===== src/pkg/cu_pkg.sv =====
// Constants, build options and carrier types of the UART core.
// Assumes one system clock; all options are fixed at build time.
package cu_pkg;

    // =========================================================
    // Build options
    typedef enum logic [1:0] {PAR_NONE, PAR_EVEN, PAR_ODD} cu_par_t;
    localparam int      DATA_W      = 8;
    localparam cu_par_t PARITY      = PAR_EVEN;
    localparam int      STOP_BITS   = 1;
    localparam bit      HAS_DIV_REG = 1'b1;
    localparam bit      HAS_FLOW    = 1'b1;
    localparam bit      HAS_EOP     = 1'b1;

    // =========================================================
    // Baud timing
    localparam int          CLK_HZ    = 125_000_000;
    localparam int          BAUD_DEF  = 115_200;
    localparam logic [15:0] FIXED_DIV =
        16'((CLK_HZ + BAUD_DEF / 2) / BAUD_DEF);

    // =========================================================
    // Register map (word index on the slave port)
    localparam int         ADDR_W    = 3;
    localparam logic [2:0] A_RXDATA  = 3'h0;
    localparam logic [2:0] A_TXDATA  = 3'h1;
    localparam logic [2:0] A_STATUS  = 3'h2;
    localparam logic [2:0] A_CONTROL = 3'h3;
    localparam logic [2:0] A_DIVISOR = 3'h4;
    localparam logic [2:0] A_EOPCHAR = 3'h5;

    // Status bits; control holds enables at the same places, except bit 11, which holds RTS and no CTS enable
    localparam int SB_PE   = 0;
    localparam int SB_FE   = 1;
    localparam int SB_BRK  = 2;
    localparam int SB_ROE  = 3;
    localparam int SB_TOE  = 4;
    localparam int SB_TMT  = 5;
    localparam int SB_TRDY = 6;
    localparam int SB_RRDY = 7;
    localparam int SB_E    = 8;
    localparam int SB_DCTS = 10;
    localparam int SB_CTS  = 11;
    localparam int SB_EOP  = 12;
    localparam int CB_RTS  = 11;
    localparam logic [15:0] IE_MASK  = 16'h15FF;
    localparam logic [15:0] CTL_RST  = 16'h0000;
    localparam logic [15:0] CLR_MASK = 16'h141F;

    // =========================================================
    // Line levels
    localparam logic LINE_MARK  = 1'b0;
    localparam logic LINE_SPACE = 1'b1;

    localparam int         TXB_DEPTH = 2;
    localparam logic [1:0] TXB_FULL  = 2'h2;
    localparam logic [3:0] LAST_BIT  = 4'(DATA_W - 1);
    localparam logic [1:0] LAST_STOP = 2'(STOP_BITS - 1);

    typedef struct packed {
        logic              rd;
        logic              wr;
        logic [ADDR_W-1:0] addr;
        logic [15:0]       wdata;
    } cu_req_t;

    typedef enum logic [2:0] {
        LS_IDLE, LS_START, LS_DATA, LS_PAR, LS_STOP
    } cu_st_t;

endpackage


===== src/rtl/cu_uart.sv =====
// Serial transmitter and receiver with register file on a slave port.
// Assumes the slave port, rx_serial and cts_n come from outside; the
// pins run through external level shifters.
`timescale 1ns/1ps

module cu_uart
    import cu_pkg::*;
(
    // Clock, reset, enable
    input  wire logic        clk_sys,
    input  wire logic        rstn,
    input  wire logic        ce,
    // Register slave port
    input  wire cu_req_t     bus_req,
    output logic [15:0]      bus_rdata,
    output logic             bus_rd_avail,
    output logic             bus_wr_ready,
    output logic             bus_eop,
    output logic             irq,
    // Serial pins
    input  wire logic        rx_serial,
    output logic             tx_serial,
    input  wire logic        cts_n,
    output logic             rts_n
);

    // =========================================================
    // Helpers
    function automatic logic par_of(input logic [DATA_W-1:0] d);
        par_of = (PARITY == PAR_ODD) ? ~(^d) : ^d;
    endfunction

    function automatic logic hit(input logic [2:0] a);
        hit = (bus_req.addr == a);
    endfunction

    // =========================================================
    // Register decode
    logic              rd_rx, wr_tx, wr_stat, wr_ctl, wr_div, wr_eopc;
    logic [15:0]       ctl_q, div_q, eopc_q, baud_div, stat;
    logic [DATA_W-1:0] rx_hold_q, rx_sh_q, tx_sh_q;
    logic              rrdy_q, roe_q, pe_q, fe_q, brk_q, toe_q;
    logic              eop_q, dcts_q, cts_q;
    logic              rx_done, rx_pe, rx_fe, rx_brk;

    assign rd_rx   = bus_req.rd && hit(A_RXDATA);
    assign wr_tx   = bus_req.wr && hit(A_TXDATA);
    assign wr_stat = bus_req.wr && hit(A_STATUS);
    assign wr_ctl  = bus_req.wr && hit(A_CONTROL);
    assign wr_div  = bus_req.wr && hit(A_DIVISOR);
    assign wr_eopc = bus_req.wr && hit(A_EOPCHAR);

    always_ff @(posedge clk_sys) begin
        if (!rstn) begin
            ctl_q  <= CTL_RST;
            div_q  <= FIXED_DIV;
            eopc_q <= 16'h0000;
        end else if (ce) begin
            if (wr_ctl)
                ctl_q <= bus_req.wdata;
            if (wr_div && HAS_DIV_REG)
                div_q <= bus_req.wdata;
            if (wr_eopc && HAS_EOP)
                eopc_q <= 16'(bus_req.wdata[DATA_W-1:0]);
        end
    end

    // Fixed divider when the register is not built
    assign baud_div = HAS_DIV_REG ? div_q : FIXED_DIV;

    // =========================================================
    // Transmit buffer, two entries
    logic [DATA_W-1:0] txb_q [TXB_DEPTH];
    logic              txb_wp_q, txb_rp_q;
    logic [1:0]        txb_cnt_q;
    logic              txb_push, txb_pop, tx_ovr;
    cu_st_t            tx_st_q;

    assign txb_push = wr_tx && (txb_cnt_q != TXB_FULL);
    assign tx_ovr   = wr_tx && (txb_cnt_q == TXB_FULL);
    assign txb_pop  = (tx_st_q == LS_IDLE) && (txb_cnt_q != 2'h0);

    always_ff @(posedge clk_sys) begin
        if (!rstn) begin
            txb_wp_q  <= 1'b0;
            txb_rp_q  <= 1'b0;
            txb_cnt_q <= 2'h0;
        end else if (ce) begin
            if (txb_push) begin
                txb_q[txb_wp_q] <= bus_req.wdata[DATA_W-1:0];
                txb_wp_q        <= ~txb_wp_q;
            end
            if (txb_pop)
                txb_rp_q <= ~txb_rp_q;
            txb_cnt_q <= txb_cnt_q + 2'(txb_push) - 2'(txb_pop);
        end
    end

    // =========================================================
    // Transmitter
    logic [15:0] tx_cnt_q;
    logic [3:0]  tx_bit_q;
    logic [1:0]  tx_stop_q;
    logic        tx_par_q, tx_out_q, tx_tick;

    assign tx_tick = (tx_cnt_q == 16'h0000);

    always_ff @(posedge clk_sys) begin
        if (!rstn) begin
            tx_st_q   <= LS_IDLE;
            tx_cnt_q  <= 16'h0000;
            tx_bit_q  <= 4'h0;
            tx_stop_q <= 2'h0;
            tx_sh_q   <= '0;
            tx_par_q  <= 1'b0;
            tx_out_q  <= LINE_MARK;
        end else if (ce) begin
            tx_cnt_q <= tx_tick ? baud_div : tx_cnt_q - 16'h0001;
            case (tx_st_q)
                LS_IDLE: begin
                    tx_out_q <= LINE_MARK;
                    if (txb_pop) begin
                        tx_sh_q  <= txb_q[txb_rp_q];
                        tx_par_q <= par_of(txb_q[txb_rp_q]);
                        tx_out_q <= LINE_SPACE;
                        tx_cnt_q <= baud_div;
                        tx_st_q  <= LS_START;
                    end
                end
                LS_START: begin
                    if (tx_tick) begin
                        tx_out_q <= tx_sh_q[0];
                        tx_bit_q <= 4'h0;
                        tx_st_q  <= LS_DATA;
                    end
                end
                LS_DATA: begin
                    if (tx_tick) begin
                        tx_sh_q  <= tx_sh_q >> 1;
                        tx_bit_q <= tx_bit_q + 4'h1;
                        tx_out_q <= tx_sh_q[1];
                        if (tx_bit_q == LAST_BIT) begin
                            tx_stop_q <= 2'h0;
                            if (PARITY != PAR_NONE) begin
                                tx_out_q <= tx_par_q;
                                tx_st_q  <= LS_PAR;
                            end else begin
                                tx_out_q <= LINE_MARK;
                                tx_st_q  <= LS_STOP;
                            end
                        end
                    end
                end
                LS_PAR: begin
                    if (tx_tick) begin
                        tx_out_q <= LINE_MARK;
                        tx_st_q  <= LS_STOP;
                    end
                end
                LS_STOP: begin
                    if (tx_tick) begin
                        tx_stop_q <= tx_stop_q + 2'h1;
                        if (tx_stop_q == LAST_STOP)
                            tx_st_q <= LS_IDLE;
                    end
                end
                default: tx_st_q <= LS_IDLE;
            endcase
        end
    end

    assign tx_serial = tx_out_q;

    // =========================================================
    // Pin synchronisers, change taken when stages two and three agree
    logic [2:0] rx_sy_q, cts_sy_q;
    logic       rx_line_q;

    always_ff @(posedge clk_sys) begin
        if (!rstn) begin
            rx_sy_q   <= {3{LINE_MARK}};
            cts_sy_q  <= 3'h7;
            rx_line_q <= LINE_MARK;
            cts_q     <= 1'b0;
        end else if (ce) begin
            rx_sy_q  <= {rx_sy_q[1:0], rx_serial};
            cts_sy_q <= {cts_sy_q[1:0], cts_n};
            if (rx_sy_q[1] == rx_sy_q[2])
                rx_line_q <= rx_sy_q[2];
            if (cts_sy_q[1] == cts_sy_q[2] && HAS_FLOW)
                cts_q <= ~cts_sy_q[2];
        end
    end

    // =========================================================
    // Receiver
    cu_st_t      rx_st_q;
    logic [15:0] rx_cnt_q;
    logic [3:0]  rx_bit_q;
    logic        rx_par_q, rx_allsp_q, rx_tick;

    assign rx_tick = (rx_cnt_q == 16'h0000);
    assign rx_done = (rx_st_q == LS_STOP) && rx_tick;
    assign rx_fe   = rx_line_q != LINE_MARK;
    assign rx_brk  = rx_allsp_q && (rx_line_q == LINE_SPACE);
    assign rx_pe   = (PARITY != PAR_NONE)
                   && (rx_par_q != par_of(rx_sh_q));

    always_ff @(posedge clk_sys) begin
        if (!rstn) begin
            rx_st_q    <= LS_IDLE;
            rx_cnt_q   <= 16'h0000;
            rx_bit_q   <= 4'h0;
            rx_sh_q    <= '0;
            rx_par_q   <= 1'b0;
            rx_allsp_q <= 1'b0;
        end else if (ce) begin
            rx_cnt_q <= rx_tick ? baud_div : rx_cnt_q - 16'h0001;
            case (rx_st_q)
                LS_IDLE: begin
                    if (rx_line_q == LINE_SPACE) begin
                        rx_cnt_q <= baud_div >> 1;
                        rx_st_q  <= LS_START;
                    end
                end
                LS_START: begin
                    if (rx_tick) begin
                        rx_bit_q   <= 4'h0;
                        rx_allsp_q <= 1'b1;
                        rx_st_q    <= (rx_line_q == LINE_SPACE)
                                    ? LS_DATA : LS_IDLE;
                    end
                end
                LS_DATA: begin
                    if (rx_tick) begin
                        rx_sh_q    <= {rx_line_q, rx_sh_q[DATA_W-1:1]};
                        rx_bit_q   <= rx_bit_q + 4'h1;
                        rx_allsp_q <= rx_allsp_q
                                    && (rx_line_q == LINE_SPACE);
                        if (rx_bit_q == LAST_BIT)
                            rx_st_q <= (PARITY != PAR_NONE)
                                     ? LS_PAR : LS_STOP;
                    end
                end
                LS_PAR: begin
                    if (rx_tick) begin
                        rx_par_q   <= rx_line_q;
                        rx_allsp_q <= rx_allsp_q
                                    && (rx_line_q == LINE_SPACE);
                        rx_st_q    <= LS_STOP;
                    end
                end
                LS_STOP: begin
                    if (rx_tick)
                        rx_st_q <= LS_IDLE;
                end
                default: rx_st_q <= LS_IDLE;
            endcase
        end
    end

    always_ff @(posedge clk_sys) begin
        if (!rstn)
            rx_hold_q <= '0;
        else if (ce && rx_done)
            rx_hold_q <= rx_sh_q;
    end

    // =========================================================
    // Status flags, set wins over clear
    always_ff @(posedge clk_sys) begin
        if (!rstn) begin
            rrdy_q <= 1'b0;
            roe_q  <= 1'b0;
            pe_q   <= 1'b0;
            fe_q   <= 1'b0;
            brk_q  <= 1'b0;
            toe_q  <= 1'b0;
            eop_q  <= 1'b0;
            dcts_q <= 1'b0;
        end else if (ce) begin
            if (rd_rx)
                rrdy_q <= 1'b0;
            if (wr_stat) begin
                roe_q  <= 1'b0;
                pe_q   <= 1'b0;
                fe_q   <= 1'b0;
                brk_q  <= 1'b0;
                toe_q  <= 1'b0;
                eop_q  <= 1'b0;
                dcts_q <= 1'b0;
            end
            if (rx_done) begin
                rrdy_q <= 1'b1;
                if (rrdy_q && !rd_rx)
                    roe_q <= 1'b1;
                if (rx_pe)
                    pe_q <= 1'b1;
                if (rx_fe)
                    fe_q <= 1'b1;
                if (rx_brk)
                    brk_q <= 1'b1;
                if (HAS_EOP && rx_sh_q == eopc_q[DATA_W-1:0])
                    eop_q <= 1'b1;
            end
            if (tx_ovr)
                toe_q <= 1'b1;
            if (txb_push && HAS_EOP
                && bus_req.wdata[DATA_W-1:0] == eopc_q[DATA_W-1:0])
                eop_q <= 1'b1;
            if (HAS_FLOW && cts_sy_q[1] == cts_sy_q[2]
                && cts_q == cts_sy_q[2])
                dcts_q <= 1'b1;
        end
    end

    always_comb begin
        stat          = 16'h0000;
        stat[SB_PE]   = pe_q;
        stat[SB_FE]   = fe_q;
        stat[SB_BRK]  = brk_q;
        stat[SB_ROE]  = roe_q;
        stat[SB_TOE]  = toe_q;
        stat[SB_TMT]  = (tx_st_q == LS_IDLE);
        stat[SB_TRDY] = bus_wr_ready;
        stat[SB_RRDY] = rrdy_q;
        stat[SB_E]    = pe_q | fe_q | brk_q | roe_q | toe_q;
        stat[SB_DCTS] = dcts_q;
        stat[SB_CTS]  = cts_q;
        stat[SB_EOP]  = eop_q;
    end

    // =========================================================
    // Read data, one cycle after the request
    always_ff @(posedge clk_sys) begin
        if (!rstn) begin
            bus_rdata <= 16'h0000;
        end else if (ce && bus_req.rd) begin
            case (bus_req.addr)
                A_RXDATA:  bus_rdata <= 16'(rx_hold_q);
                A_STATUS:  bus_rdata <= stat;
                A_CONTROL: bus_rdata <= ctl_q;
                A_DIVISOR: bus_rdata <= baud_div;
                A_EOPCHAR: bus_rdata <= eopc_q;
                default:   bus_rdata <= 16'h0000;
            endcase
        end
    end

    assign bus_wr_ready = (txb_cnt_q != TXB_FULL);
    assign bus_rd_avail = rrdy_q;
    assign bus_eop      = eop_q;
    assign irq          = |(stat & ctl_q & IE_MASK);
    assign rts_n        = HAS_FLOW ? ~ctl_q[CB_RTS] : 1'b1;
endmodule


===== config.mk =====
export PLATFORM = sky130hd
export DESIGN_NAME = cu_uart
export DESIGN_NICKNAME = d
export VERILOG_FILES = /design/src/pkg/cu_pkg.sv /design/src/rtl/cu_uart.sv
export SDC_FILE = /design/constraint.sdc
export NUM_CORES = 1
export LEC_CHECK = 0
export BUFFER_PORTS_ARGS = -buffer_cell sky130_fd_sc_hd__buf_2
export CORE_UTILIZATION = 50
export DETAILED_ROUTE_END_ITERATION = 8
export HOLD_SLACK_MARGIN = 0.1
export PLACE_DENSITY_LB_ADDON = 0.1
export SYNTH_ARGS = -nofsm -noshare
export SYNTH_HDL_FRONTEND = slang
export SYNTH_SLANG_ARGS = --single-unit

===== constraint.sdc =====
create_clock -name clk_sys -period 2.3 [get_ports clk_sys]
set_clock_uncertainty 0.1 [all_clocks]
set_input_delay 0.115 -clock clk_sys [delete_from_list [all_inputs] [get_ports clk_sys]]
set_output_delay 0.115 -clock clk_sys [all_outputs]
set_load 0.05 [all_outputs]

After elaboration in Yosys (flattened, before gate mapping). Memories as Yosys holds them, arrays and structs flattened. A register that Yosys moved wholly into a read port is not among the register bits. Cells that the tools add are included.

Add/sub/neg operators: 7. Bitwise logic cells: 9. Reductions and logical operators: 58. Divide/modulo/power cells: 0. Muxes and demuxes: 72. Equal/unequal tests: 37. Order comparisons: 0. Shift operators: 0. Multiply operators: 0.

Operators with widths (count): $mux W16 (6); $pmux W16 S5 (1); $mux W3 (13); $mux W1 (34); $logic_not A16 Y1 (2); $sub A16 B1 Y16 const B (2); $pmux W3 S5 (2); $ne A2 B2 Y1 const B (13); $reduce_and A2 Y1 (10); $eq A3 B2 Y1 const B (6); $reduce_bool A2 Y1 (9); $eq A8 B8 Y1 (2); $logic_and A1 B1 Y1 (16); $mux W4 (4); $mux W8 (2); $pmux W4 S2 (2); $pmux W8 S2 (1); $reduce_and A4 Y1 (4); $reduce_xor A8 Y1 (2); $and A13 B13 Y13 (1); $eq A3 B3 Y1 const B (4); $reduce_or A11 Y1 (1); $reduce_and A5 Y1 (2); $eq A3 B1 Y1 const B (3); 23 further kinds (41).

Bits in read-only memories: 0. Latch bits: 0. Output and inout port bits: 22. Register bits: 152. Memory bits (writable): 16. Memories: 1.

Memory list: txb_q (words 2, width 8, rd ports 1, clocked after Yosys merged registers in 1, wr ports 1, line cu_uart.sv:73) `logic [DATA_W-1:0] txb_q [TXB_DEPTH];`.

Depth between registers and ports, before layout.
Depth after elaboration: 7. Mapped depth: 11.

Worst setup path before layout. OpenSTA, ideal clock, no wires.

Path type: register -> register. From: register tx_st_q[2]. To: register txb_cnt_q[1]. Data arrival time: 2137 ps. Library setup time: 128 ps. Setup slack: -65 ps. Stages on the path, launching flop included: 12. Buffers on the path: 1. Required time: 2072 ps. Cell sequence: dfxtp_1 nor3_1 o21ai_0 inv_1 clkbuf_1 ha_1 inv_1 ha_1 xnor2_1 nor2_1 xnor2_1 nor2_1.

Word-level cells in the longest chain between the ends: 3.

Ends and longest elaborated chain: from (decl) (line cu_uart.sv:77) `cu_st_t tx_st_q;`; from (signal assigned) (line cu_uart.sv:110) `tx_st_q <= LS_IDLE;`; from (signal assigned) (line cu_uart.sv:127) `tx_st_q <= LS_START;`; from (signal assigned) (line cu_uart.sv:134) `tx_st_q <= LS_DATA;`; $logic_not A3 Y1 (line cu_uart.sv:81) `assign txb_pop = (tx_st_q == LS_IDLE) && (txb_cnt_q != 2'h0);`; $logic_and A1 B1 Y1 (line cu_uart.sv:81); $sub A2 B1 Y2 (line cu_uart.sv:95) `txb_cnt_q <= txb_cnt_q + 2'(txb_push) - 2'(txb_pop);`; to (signal assigned) (line cu_uart.sv:95); to (decl) (line cu_uart.sv:75) `logic [1:0] txb_cnt_q;`.

No other way between the ends. A chain may end at the register's enable or synchronous reset.

Worst setup path after layout.
From: register tx_cnt_q[7]. To: register tx_cnt_q[15].

Word-level cells in the longest chain between the ends: 4. Elaborated cells on any way between the ends: 5.

Ends and longest elaborated chain: from (decl) (line cu_uart.sv:101) `logic [15:0] tx_cnt_q;`; from (signal assigned) (line cu_uart.sv:118) `tx_cnt_q <= tx_tick ? baud_div : tx_cnt_q - 16'h0001;`; from (signal assigned) (line cu_uart.sv:126) `tx_cnt_q <= baud_div;`; $sub A16 B1 Y16 or $logic_not A16 Y1 (tied branches) (line cu_uart.sv:118, cu_uart.sv:106); $mux W16 (*) (line cu_uart.sv:118); $mux W16 (line cu_uart.sv:122) `if (txb_pop) begin`; $mux W16 (*) (line cu_uart.sv:119) `case (tx_st_q)`.

Every way passes the cells marked *; elsewhere a longest branch is shown, timed or not.

==> flow_metrics.env <==
export IMPL_clkSlewWorstSetupHoldPaths_ps=70
export IMPL_min_period_over_period_pct=96.2
export IMPL_synthFlopType="dfxtp_1"
export IMPL_place_hpwl_um=16400
export IMPL_postSynthCellCount=1014
export IMPL_seq_area_frac_synth_pct=41.6
export IMPL_crit_type="flop to flop"
export IMPL_antenna_found_initial=0
export IMPL_fmax_mhz=452
export IMPL_finalMaxSlewViolations=0
export IMPL_cts_max_level=4
export IMPL_die_area_sq_um=17600
export IMPL_min_from="ce"
export IMPL_finalWirelength_um=24100
export IMPL_areaGrowthSynthToFinish_pct=17.2
export IMPL_r2r_cells=5
export IMPL_cellLeakagePower_nw=3.77
export IMPL_netlist_area_sq_um=8520
export IMPL_internal_power_w=0.00601
export IMPL_final_common_cell="dfxtp_1"
export IMPL_syn_nets=1049
export IMPL_synth_seq_cells=169
export IMPL_p_comb_share_pct=32.1
export IMPL_wl_per_cell_um=18.4
export IMPL_hp_class="input pin to flop"
export IMPL_cts_tree="yes"
export IMPL_crit_cells=5
export IMPL_port_buffer_count=47
export IMPL_slew_headroom_pct=44.4
export IMPL_arrival_ps=2430
export IMPL_num_antenna_cells=0
export IMPL_max_cap_viol_count=0
export IMPL_start_util_pct=51.4
export IMPL_regToRegSetupSlack_ps=90
export IMPL_grt_pass1_wl_um=39000
export IMPL_grt_usage_pct=28.3
export IMPL_cp_slowest_cell="or4_4"
export IMPL_power_w=0.00920
export IMPL_place_gp_congestion=0.900
export IMPL_grt_pass1_vias=7276
export IMPL_grt_ovfl_total=0
export IMPL_io_pins=48
export IMPL_die_w_um=133
export IMPL_crit_start="tx_cnt_q[7]"
export IMPL_synth_edf_count=16
export IMPL_cts_root_buf="clkbuf_16"
export IMPL_tightest_slew_ps=832
export IMPL_r2r_end="tx_cnt_q[15]"
export IMPL_yosysUniqueCellTypes=65
export IMPL_critPathMaxFanout=7
export IMPL_via_per_inst=5.96
export IMPL_seqPwrFrac_pct=37.7
export IMPL_ys_async_sr_fraction_pct=0
export IMPL_end_kind="flop"
export IMPL_crit_buf_inv=0
export IMPL_clockBufferDepth=2
export IMPL_status="completed"
export IMPL_drive_above_1_share_pct=13.5
export IMPL_crit_chain="or4_4 -> or4_4 -> nor4_4 -> mux2i_1 -> o211ai_2"
export IMPL_tns_ps=0
export IMPL_insertion_delay_ps=440
export IMPL_finalSetupViolCount=0
export IMPL_cts_buffers=17
export IMPL_endpoint="tx_cnt_q[15]"
export IMPL_cts_sink_count=169
export IMPL_vdd_drop_max_uv=615
export IMPL_p_clk_share_pct=30.2
export IMPL_final_cell_mix="dfxtp_1, nand2_1, a21oi_1, nor2_1, mux2i_1"
export IMPL_r2r_start="tx_cnt_q[7]"
export IMPL_hold_viol=0
export IMPL_ant_nets=0
export IMPL_p_per_area_nw_per_um2=921
export IMPL_vias=7826
export IMPL_num_rows=47
export IMPL_rsz0062_at_grt="yes"
export IMPL_cp_top_family="simple AND/OR/NAND/NOR gates"
export IMPL_final_min_clock_period_ps=2210
export IMPL_crit_path_frequent_cell="or4_4"
export IMPL_final_nets=1115
export IMPL_cp_slowest_stage_delay_ps=570
export IMPL_ys_warnings_count=0
export IMPL_drc=0
export IMPL_die_height_um=133
export IMPL_start_kind="flop"
export IMPL_grt_max_degree=74
export IMPL_drt_iter0_markers=694
export IMPL_crit_required_ps=2520
export IMPL_swShare_pct=34.7
export IMPL_power_switching_w=0.00319
export IMPL_core_area_sq_um=16600
export IMPL_syn_area_per_cell_sq_um=8.40
export IMPL_dr_pass1_iters=5
==> layer usage <==
metal / up-vias / track usage (%) / wire (um)
li1: 3791 / - / -
met1: 3719 / 38.9 / 11000
met2: 275 / 45.2 / 11100
met3: 41 / 4.29 / 1480
met4: 0 / 9.90 / 566
met5: - / 0 / 0
==> power groups by stage <==
stage | logic (W) | registers [W] | clock network [W]
floorplan | 0.00207 | 0.00347 | 0
finish | 0.00295 | 0.00347 | 0.00278
CTS | 0.00291 | 0.00346 | 0.00281
global placement | 0.00283 | 0.00351 | 0
detailed placement | 0.00285 | 0.00352 | 0
global route | 0.00325 | 0.00350 | 0.00294
==> cell families (layout without fill, tap and decap cells) <==
logic type | Yosys count | in the layout | share of synthesized area [%]
compound gates | 265 | 265 | 19.5
mux | 56 | 56 | 6.58
simple gates | 382 | 382 | 22.2
flops | 169 | 169 | 41.6
fa+ha+maj | 9 | 9 | 1.32
buf+inv | 88 | 167 | 4.20
xor+xnor | 45 | 45 | 4.63
==> worst register-to-register path: stages (launching register included) <==
cell      delay [ps]
dfxtp_1          360
or4_4            570
or4_4            570
nor4_4           170
mux2i_1          240
o211ai_2         100
==> how the worst min path moves through the flow <==
stage / endpoint / slack (ps) / depth (start not counted)
after floorplan: txb_q[0][0] / 110 / 0
after global placement: cts_sy_q[0] / 240 / 3
after detailed placement: cts_sy_q[0] / 240 / 3
after CTS: rx_cnt_q[8] / 140 / 3
after global routing: rx_cnt_q[8] / 140 / 3
final: rx_cnt_q[8] / 140 / 3
==> synth_stat cells (all sizes together) (8+ instances only) <==
| master | instances | share of area (%) |
|---|---|---|
| edfxtp | 16 | 5.6 |
| nor2 | 90 | 4.1 |
| mux2i | 56 | 6.6 |
| nor3b | 8 | 0.70 |
| o211ai | 17 | 1.6 |
| nand2 | 148 | 6.5 |
| a21oi | 102 | 6.0 |
| or4 | 9 | 0.88 |
| nand3 | 21 | 1.4 |
| o31ai | 8 | 0.70 |
| xnor2 | 23 | 2.4 |
| xor2 | 22 | 2.3 |
| ha | 9 | 1.3 |
| a221oi | 11 | 1.1 |
| clkbuf | 56 | 2.5 |
| a22oi | 22 | 1.9 |
| dfxtp | 153 | 36 |
| o221ai | 9 | 0.93 |
| inv | 18 | 0.79 |
| nor3 | 31 | 1.8 |
| nor4 | 16 | 1.9 |
| o21ai | 50 | 2.9 |
| nand4 | 9 | 0.73 |
| buf | 14 | 0.94 |
==> repair_timing <==
action,in CTS,in global routing
endpoints found under the hold margin,67,0
setup buffers,0,2
hold buffers,24,0
setup endpoints to repair,0,52
gates resized for setup,0,6
==> flip-flops by register name, indices dropped and copies added (netlist names), 2 cells and up, named ones only <==
register	flops
txb_q	16
bus_rdata	16
tx_stop_q	2
rx_hold_q	8
txb_cnt_q	2
tx_cnt_q	16
tx_sh_q	8
rx_sh_q	8
ctl_q	16
tx_bit_q	4
baud_div	16
rx_bit_q	4
eopc_q	8
rx_sy_q	3
cts_sy_q	3
tx_st_q	3
rx_cnt_q	16
rx_st_q	3
==> per-stage QoR <==
stage	cells	area [sq um]	utilization [%]	setup WS (ps)	hold WS, ps
after floorplan	1014	8520	-	45.9	114
after global placement	1255	9130	55.0	136	242
after detailed placement	1255	9130	55.0	74.3	245
after CTS	1311	9930	59.9	41.5	140
after global routing	1313	9990	60.2	-4.22	143
final	1313	9990	60.2	87.2	139
==> area by class of cell <==
type                            count  area [sq um]
Multi-Input combinational cell    757          4650
Clock inverter                     13           120
Tap cell                          220           275
Sequential cell                   169          3540
Inverter                           18          68.8
Timing Repair Buffer              117           883
Clock buffer                       19           443
Fill cell                        1529          6600
No activity file was read; power rests on OpenSTA's default activity.
